===== src/rtl/mrs_pkg.sv =====
// Purpose: shared types and constants for the memory reference splitter
// Assumes: 32-bit byte addresses, longword = 4 bytes
// Notes:   none
package mrs_pkg;
   // ==========================================================
   // sizes and encodings
   localparam int          MRS_AW        = 32;
   localparam int          MRS_DW        = 32;
   localparam int          MRS_LEN_W     = 8;
   localparam int          MRS_IPQ_DEPTH = 3;
   localparam logic [3:0]  MRS_MASK_ALL  = 4'hF;
   localparam logic [3:0]  MRS_MASK_NONE = 4'h0;
   localparam logic [1:0]  MRS_LW_BYTES  = 2'h3;
   localparam logic [31:0] MRS_LW_STEP   = 32'h0000_0004;
   localparam logic [31:0] MRS_LW_ALIGN  = 32'hFFFF_FFFC;

   typedef enum logic [1:0] {
      MRS_REF_ISTREAM,
      MRS_REF_DREAD,
      MRS_REF_DLOCK,
      MRS_REF_WRITE
   } mrs_kind_t;

   // operand request from the core
   typedef struct packed {
      logic [MRS_AW-1:0]    addr;
      logic [MRS_LEN_W-1:0] nbytes;
      logic                 wr;
      logic                 lock;
      logic [MRS_DW-1:0]    wdata;
   } mrs_op_req_t;

   // aligned longword reference toward memory
   typedef struct packed {
      logic [MRS_AW-1:0] addr;
      logic [3:0]        mask;
      mrs_kind_t         kind;
      logic [MRS_DW-1:0] wdata;
   } mrs_mem_ref_t;
endpackage


===== src/rtl/mrs_ipq_mem.sv =====
// Purpose: instruction prefetch queue storage, registered read data
// Assumes: caller never writes a full queue or reads an empty one
// Notes:   entry count is a parameter
`timescale 1ns/100ps
module mrs_ipq_mem #(
   parameter int DEPTH = 3,
   parameter int DW    = 32
) (
   input  wire logic          clk,
   input  wire logic          rst_n,
   input  wire logic          wr_en,
   input  wire logic [1:0]    wr_idx,
   input  wire logic [DW-1:0] wr_data,
   input  wire logic [1:0]    rd_idx,
   output      logic [DW-1:0] rd_data
);
   logic [DW-1:0] mem_reg [DEPTH];
   logic [DW-1:0] rd_next;

   always_comb begin
      rd_next = mem_reg[rd_idx];
      // write to the entry being read shows through, no stale head word
      if (wr_en && wr_idx == rd_idx) begin
         rd_next = wr_data;
      end
   end

   // storage needs no reset; only filled entries are ever read
   always_ff @(posedge clk) begin
      if (wr_en) begin
         mem_reg[wr_idx] <= wr_data;
      end
   end

   always_ff @(posedge clk or negedge rst_n) begin
      if (!rst_n) begin
         rd_data <= '0;
      end else begin
         rd_data <= rd_next;
      end
   end
endmodule


===== src/rtl/mrs_splitter.sv =====
// Purpose: splits core references into aligned longword memory references
// Assumes: memory answers one reference at a time via MEM_DONE
// Notes:   operand data assembly is left to the core; block only sequences
// ==========================================================
// Summary of operation
// - twelve-byte prefetch queue, three longword entries
// - empty entry triggers aligned instruction read
// - no prefetch while halted on error
// - demand data reads issued on core request
// - interlocked data reads marked read-lock
// - any alignment accepted except interlocked misaligned
// - data reads split into aligned longword references
// - small or aligned read gives one reference
// - straddling word or unaligned longword gives two
// - wide reads give consecutive longwords, no merging
// - stores and moves issue write references
// - writes split into aligned longword references
// - small or aligned write gives one reference
// - straddling write gives two references
// - wide writes give consecutive longword references
`timescale 1ns/100ps
module mrs_splitter
   import mrs_pkg::*;
#(
   parameter int IPQ_DEPTH = mrs_pkg::MRS_IPQ_DEPTH
) (
   input  wire logic                  CLK,
   input  wire logic                  RST_N,
   input  wire logic                  OP_VALID,
   input  wire mrs_pkg::mrs_op_req_t  OP_REQ,
   output      logic                  OP_READY,
   output      logic                  OP_DONE,
   output      logic                  OP_ALIGN_ERR,
   output      logic                  MEM_VALID,
   output      mrs_pkg::mrs_mem_ref_t MEM_REF,
   input  wire logic                  MEM_DONE,
   input  wire logic [31:0]           MEM_RDATA,
   input  wire logic                  PF_HALT_ERR,
   input  wire logic                  PF_FLUSH,
   input  wire logic [31:0]           PF_START,
   input  wire logic                  IQ_TAKE,
   output      logic                  IQ_VALID,
   output      logic [31:0]           IQ_DATA
);
   import mrs_pkg::*;

   typedef enum logic [1:0] {S_IDLE, S_DATA, S_PF} mrs_state_t;

   // ==========================================================
   // state
   mrs_state_t        st_reg, st_next;
   logic [31:0]       addr_reg, addr_next;      // current longword address
   logic [31:0]       last_reg, last_next;      // address of last byte
   logic [31:0]       first_reg, first_next;    // address of first byte
   logic              wr_reg, wr_next;
   logic              lock_reg, lock_next;
   logic [31:0]       wdata_reg, wdata_next;
   logic [31:0]       pfa_reg, pfa_next;        // next prefetch address
   logic [1:0]        cnt_reg, cnt_next;        // filled entries
   logic [1:0]        wi_reg, wi_next;
   logic [1:0]        ri_reg, ri_next;
   logic              flush_reg, flush_next;    // drop in-flight fetch
   logic              mv_reg, mv_next;
   mrs_mem_ref_t      mref_reg, mref_next;
   logic              rdy_reg, rdy_next;
   logic              done_reg, done_next;
   logic              aerr_reg, aerr_next;
   logic              iqv_reg, iqv_next;
   logic              q_wr;
   logic [31:0]       q_rd;
   logic [3:0]        mask_c;
   logic [31:0]       last_c;
   logic              mis_c;

   // byte mask of the current longword, one bit per lane
   genvar g;
   generate
      for (g = 0; g < 4; g++) begin : g_lane
         logic [31:0] ba;
         assign ba        = {addr_reg[31:2], 2'(g)};
         assign mask_c[g] = (ba >= first_reg) && (ba <= last_reg);
      end
   endgenerate

   always_comb begin
      last_c = OP_REQ.addr + 32'(OP_REQ.nbytes) - 32'h0000_0001;
      // interlocked two-byte ops must be word aligned, every other size longword aligned
      mis_c  = OP_REQ.lock && ((OP_REQ.nbytes == 8'h02 && OP_REQ.addr[0]) ||
               (OP_REQ.nbytes != 8'h02 && OP_REQ.addr[1:0] != 2'h0));
   end

   // ==========================================================
   // sequencer
   always_comb begin
      st_next    = st_reg;
      addr_next  = addr_reg;
      last_next  = last_reg;
      first_next = first_reg;
      wr_next    = wr_reg;
      lock_next  = lock_reg;
      wdata_next = wdata_reg;
      pfa_next   = pfa_reg;
      cnt_next   = cnt_reg;
      wi_next    = wi_reg;
      ri_next    = ri_reg;
      flush_next = flush_reg | PF_FLUSH;
      mv_next    = mv_reg;
      mref_next  = mref_reg;
      done_next  = 1'b0;
      aerr_next  = 1'b0;
      q_wr       = 1'b0;
      // queue read side: registered data lands one cycle after take
      if (IQ_TAKE && iqv_reg) begin
         ri_next  = (ri_reg == 2'(IPQ_DEPTH - 1)) ? 2'h0 : ri_reg + 2'h1;
         cnt_next = cnt_reg - 2'h1;
      end
      if (PF_FLUSH) begin
         cnt_next = 2'h0;
         wi_next  = 2'h0;
         ri_next  = 2'h0;
         pfa_next = PF_START & MRS_LW_ALIGN;
      end
      case (st_reg)
         S_IDLE: begin
            if (OP_VALID && rdy_reg && mis_c) begin
               aerr_next = 1'b1;
            end else if (OP_VALID && rdy_reg && OP_REQ.nbytes != 8'h00) begin
               // demand and write come before prefetch
               first_next = OP_REQ.addr;
               last_next  = last_c;
               addr_next  = OP_REQ.addr & MRS_LW_ALIGN;
               wr_next    = OP_REQ.wr;
               lock_next  = OP_REQ.lock & ~OP_REQ.wr;
               wdata_next = OP_REQ.wdata;
               st_next    = S_DATA;
            end else if (OP_VALID && rdy_reg) begin
               done_next = 1'b1;
            end else if (!OP_VALID && !PF_HALT_ERR && !PF_FLUSH &&
                         cnt_reg != 2'(IPQ_DEPTH)) begin
               // a waiting demand or write holds off prefetch
               mv_next        = 1'b1;
               mref_next.addr = pfa_reg;
               mref_next.mask = MRS_MASK_ALL;
               mref_next.kind = MRS_REF_ISTREAM;
               mref_next.wdata = '0;
               flush_next     = 1'b0;
               st_next        = S_PF;
            end
         end
         S_DATA: begin
            if (!mv_reg) begin
               // one aligned longword per reference, in address order
               mv_next         = 1'b1;
               mref_next.addr  = addr_reg;
               mref_next.mask  = mask_c;
               mref_next.kind  = wr_reg ? MRS_REF_WRITE :
                                 (lock_reg ? MRS_REF_DLOCK : MRS_REF_DREAD);
               mref_next.wdata = wdata_reg;
            end else if (MEM_DONE) begin
               mv_next = 1'b0;
               if ((addr_reg | 32'(MRS_LW_BYTES)) >= last_reg) begin
                  done_next = 1'b1;
                  st_next   = S_IDLE;
               end else begin
                  addr_next = addr_reg + MRS_LW_STEP;
               end
            end
         end
         S_PF: begin
            if (MEM_DONE) begin
               mv_next = 1'b0;
               st_next = S_IDLE;
               if (!flush_reg && !PF_FLUSH) begin
                  q_wr     = 1'b1;
                  wi_next  = (wi_reg == 2'(IPQ_DEPTH - 1)) ? 2'h0 : wi_reg + 2'h1;
                  cnt_next = cnt_next + 2'h1;
                  pfa_next = pfa_reg + MRS_LW_STEP;
               end
            end
         end
         default: st_next = S_IDLE;
      endcase
      rdy_next = (st_next == S_IDLE) && !done_next && !aerr_next;
      iqv_next = (cnt_next != 2'h0);
   end

   always_ff @(posedge CLK or negedge RST_N) begin
      if (!RST_N) begin
         st_reg    <= S_IDLE;
         addr_reg  <= '0;
         last_reg  <= '0;
         first_reg <= '0;
         wr_reg    <= 1'b0;
         lock_reg  <= 1'b0;
         wdata_reg <= '0;
         pfa_reg   <= '0;
         cnt_reg   <= 2'h0;
         wi_reg    <= 2'h0;
         ri_reg    <= 2'h0;
         flush_reg <= 1'b0;
         mv_reg    <= 1'b0;
         mref_reg  <= '0;
         rdy_reg   <= 1'b0;
         done_reg  <= 1'b0;
         aerr_reg  <= 1'b0;
         iqv_reg   <= 1'b0;
      end else begin
         st_reg    <= st_next;
         addr_reg  <= addr_next;
         last_reg  <= last_next;
         first_reg <= first_next;
         wr_reg    <= wr_next;
         lock_reg  <= lock_next;
         wdata_reg <= wdata_next;
         pfa_reg   <= pfa_next;
         cnt_reg   <= cnt_next;
         wi_reg    <= wi_next;
         ri_reg    <= ri_next;
         flush_reg <= flush_next;
         mv_reg    <= mv_next;
         mref_reg  <= mref_next;
         rdy_reg   <= rdy_next;
         done_reg  <= done_next;
         aerr_reg  <= aerr_next;
         iqv_reg   <= iqv_next;
      end
   end

   // ==========================================================
   // queue storage
   mrs_ipq_mem #(
      .DEPTH (IPQ_DEPTH),
      .DW    (MRS_DW)
   ) u_ipq (
      .clk     (CLK),
      .rst_n   (RST_N),
      .wr_en   (q_wr),
      .wr_idx  (wi_reg),
      .wr_data (MEM_RDATA),
      .rd_idx  (ri_next),
      .rd_data (q_rd)
   );

   always_comb begin
      OP_READY     = rdy_reg;
      OP_DONE      = done_reg;
      OP_ALIGN_ERR = aerr_reg;
      MEM_VALID    = mv_reg;
      MEM_REF      = mref_reg;
      IQ_VALID     = iqv_reg;
      IQ_DATA      = q_rd;
   end
endmodule


===== config.mk =====
export PLATFORM = sky130hd
export DESIGN_NAME = mrs_splitter
export DESIGN_NICKNAME = d
export VERILOG_FILES = /design/src/rtl/mrs_pkg.sv /design/src/rtl/mrs_ipq_mem.sv /design/src/rtl/mrs_splitter.sv
export SDC_FILE = /design/constraint.sdc
export NUM_CORES = 1
export LEC_CHECK = 0
export ABC_AREA = 1
export BUFFER_PORTS_ARGS = -buffer_cell sky130_fd_sc_hd__clkbuf_2
export CORE_MARGIN = 8
export CORE_UTILIZATION = 45
export CTS_CLUSTER_SIZE = 25
export DETAILED_ROUTE_END_ITERATION = 16
export PLACE_DENSITY_LB_ADDON = 0.08
export SLEW_MARGIN = 20
export SYNTH_ARGS = -nofsm -noshare
export SYNTH_HDL_FRONTEND = slang
export SYNTH_SLANG_ARGS = --single-unit

===== constraint.sdc =====
create_clock -name CLK -period 5.4 [get_ports CLK]
set_input_delay 0.54 -clock CLK [delete_from_list [all_inputs] [get_ports CLK]]
set_output_delay 0.54 -clock CLK [all_outputs]
set_load 0.005 [all_outputs]

# Word-level counts from Yosys, hierarchy flattened
# Memories as Yosys holds them, arrays and structs flattened. A register that Yosys moved wholly into a read port is not among the register bits.
# Cells that the tools add are included.
dict set report totals {
  ff_bits 246
  mem_count 1
  out_inout_bits 107
  ram_bits 96
  input_bits 145
  elab_cells 163
}
dict set report op_classes {
  n_mux 67
  n_addsub 8
  n_eq_ne 17
  n_reduce_logical 36
  magnitude_cmp 9
  bitwise_logic 4
}
# memory words word_bits read_ports rd_clocked_by_memory_dff write_ports line
set mem_list {}
lappend mem_list {u_ipq.mem_reg 3 32 1 1 1 mrs_ipq_mem.sv:17} ;# logic [DW-1:0] mem_reg [DEPTH];
# op count
set ops {}
lappend ops {{70-bit two-way mux} 5}
lappend ops {{32-bit two-way mux} 9}
lappend ops {{32-bit greater-or-equal comparator} 5}
lappend ops {{70-bit case mux with 2 select lines} 1}
lappend ops {{32-bit less-or-equal comparator} 4}
lappend ops {{32-bit by 3-bit adder with 32-bit output, second input constant} 2}
lappend ops {{32-bit case mux with 2 select lines} 1}
lappend ops {{2-bit two-way mux} 23}
lappend ops {{32-bit by 8-bit adder with 32-bit output} 1}
lappend ops {{32-bit by 1-bit subtractor with 32-bit output, second input constant} 1}
lappend ops {{1-bit two-way mux} 25}
lappend ops {{2-bit inequality test, second input constant} 11}
lappend ops {{6-bit AND reduction} 3}
lappend ops {{1-bit logical AND} 17}
lappend ops {{8-bit by 2-bit equality test with 1-bit output, second input constant} 1}
lappend ops {{8-bit by 2-bit inequality test with 1-bit output, second input constant} 1}
lappend ops {{8-bit nonzero test} 1}
lappend ops {{1-bit logical NOT} 7}
lappend ops {{2-bit by 1-bit adder with 2-bit output, second input constant} 3}
lappend ops {{2-bit equality test, second input constant} 3}
lappend ops {{2-bit case mux with 3 select lines} 1}
lappend ops {{2-bit nonzero test} 3}
lappend ops {{2-bit logical NOT} 2}
lappend ops {{1-bit case mux with 3 select lines} 1}
lappend ops {{9 further kinds} 10}

# Logic depth before layout (Yosys ltp)
dict set report logic_depth {
  ltp_word 12
  depth_mapped 16
  mapped_depth_nobuf 16
}

# By module
# A second synthesis with hierarchy kept.
dict set report unflattened {
  hier_cells 2621
  hier_area_um2 20678.6
}
# mod cells_per_inst area_per_inst_um2 n_inst
set modules_own_cells {}
lappend modules_own_cells {mrs_splitter 2132 15476.1 1}
lappend modules_own_cells {mrs_ipq_mem 489 5202.5 1}

# Worst setup path after synthesis
# Ideal clock, no wire load.
dict set report synth_timing {
  path_kind {input-to-reg}
  startpoint {in PF_FLUSH}
  endpoint {mem u_ipq.mem_reg[2][0] (enable)}
  path_buffers 1
  setup_slack_ps 1392
  t_arrival_ps 3547
  cell_stages 6
  cell_sequence {nor2_1 inv_2 nor2_8 inv_4 clkbuf_1 nor3_1}
}
dict set report synth_via {
  elab_chain_cells 7
}
# element line
set synth_rtl {}
lappend synth_rtl {{start, declared} mrs_splitter.sv:39} ;# input wire logic PF_FLUSH,
lappend synth_rtl {{1-bit logical NOT} mrs_splitter.sv:173} ;# if (!flush_reg && !PF_FLUSH) begin
lappend synth_rtl {{1-bit logical AND} mrs_splitter.sv:173}
lappend synth_rtl {{1-bit two-way mux} mrs_splitter.sv:173}
lappend synth_rtl {{1-bit two-way mux} mrs_splitter.sv:170} ;# if (MEM_DONE) begin
lappend synth_rtl {{1-bit two-way mux} mrs_splitter.sv:123} ;# case (st_reg)
lappend synth_rtl {{1-bit two-way mux} mrs_ipq_mem.sv:30} ;# if (wr_en) begin
lappend synth_rtl {{1-bit two-way mux (implied by the code)} mrs_ipq_mem.sv:31} ;# mem_reg[wr_idx] <= wr_data;
lappend synth_rtl {{end, declared} mrs_ipq_mem.sv:17}
# Every way passes these cells.

# Final worst setup path
dict set report layout_timing {
  startpoint {reg addr_reg[27]}
  endpoint {reg addr_reg[16]}
}
dict set report layout_via {
  elab_chain_cells 3
}
# element line
set layout_rtl {}
lappend layout_rtl {{start, declared} mrs_splitter.sv:52} ;# logic [31:0] addr_reg, addr_next;
lappend layout_rtl {{start signal, assigned} mrs_splitter.sv:209} ;# addr_reg <= addr_next;
lappend layout_rtl {{32-bit greater-or-equal comparator} mrs_splitter.sv:161} ;# if ((addr_reg | 32'(MRS_LW_BYTES)) >= last_reg) begin
lappend layout_rtl {{2-bit inequality test (no source line)} n/a}
lappend layout_rtl {{6-bit AND reduction (no source line)} n/a}
# Every way passes these cells.
# A chain may end at the register's enable or synchronous reset.

==> summary.md <==
| Metric | Value |
|---|---|
| Status | finished, final reports clean |
| # rows | 78 |
| Vias per std cell | 5.158 |
| Total CTS buffers | 43 |
| Fillers | 4389 |
| Max Buffers Root-to-Sink | 3 |
| Synth Area per Inst | 8.044 um^2 |
| Min Tclk post-route | 3.377 ns |
| Pre-CTS setup slack | 1.764 ns |
| Die X | 229.7 um |
| Mapped cell area | 0.02055 mm^2 |
| Pins over their slew limit | 0 |
| Vias | 17562 |
| Cells after Synth | 2555 |
| Initial antenna violation count | 3 |
| Area growth syn-to-layout | 14.85% |
| FF-to-FF Start | addr_reg[27] |
| Grt ovf | 0 |
| Most frequent cell after synthesis | nand2_1 |
| Pwr dens | 467.9 mW/mm^2 |
| Final Net Count | 3024 |
| Async SR Flop Fraction | 0.7419 |
| Leakage power | 11.47 nW |
| WP data required | 5.85 ns |
| GP Congestion | 0.9259 |
| Max reg flops | 96 |
| Total power | 11.05 mW |
| RSZ-0062 raised after global routing | false |
| Tcrit/Tclk final | 0.6254 |
| Slew HR | 0.3226 |
| Hold violation total from the final report | 0 |
| CTS tree | done |
| CP Class | reg -> reg |
| Crit path DAT | 3.82 ns |
| Remaining antenna violation count | 0 |
| Die area | 0.05277 mm^2 |
| Syn nets | 2804 |
| Setup ws final | 2.023 ns |
| Ys flop type | dfrtp_1 |
| CP max FO | 31 |
| CTS H-tree depth | 2 |
| Final setup fails | 0 |
| Initial DRT Pass Iterations | 8 |
| Clk_lat worst skew | 0.56 ns |
| # Post-CTS Setup Buffers | 0 |
| Vias in the first global route | 16870 |
| Chip Height | 229.7 um |
| Clk sinks | 372 |
| Total GRT Usage | 0.2200 |
| Total wire length | 59.66 mm |
| Core area | 0.04519 mm^2 |
| Max Cap Viol | 0 |
| CP dominant cell by count | nand2_1 |
| Largest area contributor in the netlist | dfrtp_1 |
| Worst reg2reg endpoint | addr_reg[16] |
| Synth top area share | 0.3361 |
| Root buffer cell | clkbuf_16 |
| Fin util | 0.5224 |
| Min Hold Slack | 0.01902 ns |
| HP Class | in -> async |
| CP max stage delay | 0.60 ns |
| I/O pins | 252 |
| Worst-path clk slew | 0.06 ns |
| Yosys reg bits | 372 |
| TNS Setup | 0 ns |
| Post-synth EDFFs | 96 |
| Max Freq | 296.1 MHz |
| Global-route wire length before repair | 93.48 mm |
| Synthesis warning total | 0 |
| R2R depth | 14 |
| Cts hold-fix bufs | 0 |
| Top post-synthesis cells by count | nand2_1, dfrtp_1, inv_1 |
| Worst-margin pin slew | 1.016 ns |
| Synth area leaders | dfrtp_1, nand2_1, edfxtp_1 |
| Worst vdd ir | 0.3703 mV |
| Pin count of the biggest net entering global routing | 123 |
| Type of origin of the critical path | register |
| Crit. End Element | register |
| Layout cell share with drive strength beyond 1 | 0.1598 |
| CP max stage cell | a21oi_1 |
| Initial Util | 0.4548 |
| Post_cts resized | 0 |
| Crit path cell chain | ha_1 -> nand2_1 -> inv_1 -> nand2_1 -> nand2_1 -> nand2_1 -> nand2_1 -> a21oi_1 -> nand4_1 -> nand2_1 -> buf_4 -> nand2_2 -> nand2_1 -> nand2_1 |
| 1st-iter DRT viols | 1176 |
| Seq/Total Area, Yosys | 0.4763 |
| DPL Wire Length | 43.32 mm |
| Port Buffers | 249 |
| Synth cell types | 51 |
| Skew final | 0.01218 ns |
| Remaining DRCs | 0 |
| Reg2reg setup slack | 2.02 ns |
| DR WL/cell | 17.52 um |
-- cell usage in the layout (no fill, tap or decap), drive strengths merged --
cell type and count:
a21o 1, o21bai 5, a21boi 1, o31ai 3, nor3b 2, o21ai 165, a31oi 33, nor2 262
clkinv 12, and3 1, dfrtp 276, nand3 140, bufinv 2, nand3b 8, a211oi 1, o22ai 1
edfxtp 96, clkbuf 306, nor3 37, nand4 23, o221ai 2, o21a 6, clkinvlp 1, a21oi 113
a31o 33, and2 1, diode 1, or2 4, buf 21, nand2 825, o211ai 7, a22oi 1
ha 103, inv 263, fa 1, xnor2 16, a2bb2oi 1, nor4 6, xor2 25
-- final cells by class --
type / count / area (um^2) / area share
clock inverter: 16 / 136.4 / 0.005778
sequential: 372 / 9789 / 0.4147
multi-input combinational: 1827 / 9359 / 0.3965
clock buffer: 58 / 1162 / 0.04924
tap: 600 / 750.7 / 0.03180
antenna: 1 / 2.502 / 0.0001060
timing repair buffer: 269 / 1419 / 0.06011
inverter: 262 / 985.9 / 0.04177
-- power by group --
| part | internal [mW] | leakage (nW) | switching, mW |
|---|---|---|---|
| logic | 1.49 | 6.56 | 2.51 |
| clock network | 1.60 | 0.639 | 1.16 |
| registers | 3.65 | 4.27 | 0.647 |
| total | 6.74 | 11.5 | 4.31 |
-- how the worst max path moves through the flow --
stage	start	to	slack (ns)	cells past startpoint
final	addr_reg[27]	addr_reg[16]	2.02	14
after global routing	addr_reg[27]	addr_reg[29]	1.73	14
after CTS	addr_reg[27]	addr_reg[16]	1.74	14
after detailed placement	addr_reg[19]	addr_reg[16]	1.76	14
after global placement	addr_reg[27]	addr_reg[31]	1.83	14
after floorplan	PF_FLUSH	u_ipq.mem_reg[2][0]	1.39	6
-- kinds of logic (layout without fill, tap and decap cells) --
| family | after synthesis | after routing | synth area share |
|---|---|---|---|
| AND/OR/NAND/NOR | 1309 | 1309 | 0.2620 |
| AO/OA/AOI/OAI | 373 | 373 | 0.1099 |
| flip-flops | 372 | 372 | 0.4763 |
| buffers and inverters | 356 | 605 | 0.07062 |
| adder cells (fa/ha/maj) | 104 | 104 | 0.06368 |
| XOR/XNOR | 41 | 41 | 0.01747 |
| other | 0 | 1 | 0 |
-- through the flow --
step	instances	cell area (um^2)
6_report	3405	23610
5_1_grt	3404	23600
4_1_cts	3404	23590
3_5_place_dp	3330	22300
3_3_place_gp	3330	22300
2_1_floorplan	2555	20550
-- metal layers --
| metal | wire length, um | global-route usage | part of all wire | up-vias |
|---|---|---|---|---|
| met2 | 29090 | 0.3763 | 0.49 | 394 |
| met5 | 13 | 0 | 0.00022 | - |
| met4 | 1241 | 0.05741 | 0.021 | 2 |
| met1 | 26140 | 0.2864 | 0.44 | 8337 |
| met3 | 3175 | 0.03792 | 0.053 | 77 |
| li1 | - | - | - | 8752 |
-- critical path, delay by kind of cell, from the launching register on --
| kind | cells | cell delay [ns] |
|---|---|---|
| AOI/OAI and AO/OA | 1 | 0.60 |
| adders and majority gates | 1 | 0.35 |
| buffers and inverters | 2 | 0.42 |
| DFF | 1 | 0.48 |
| and+or+nand+nor | 10 | 1.40 |
No activity file was read; power rests on OpenSTA's default activity.
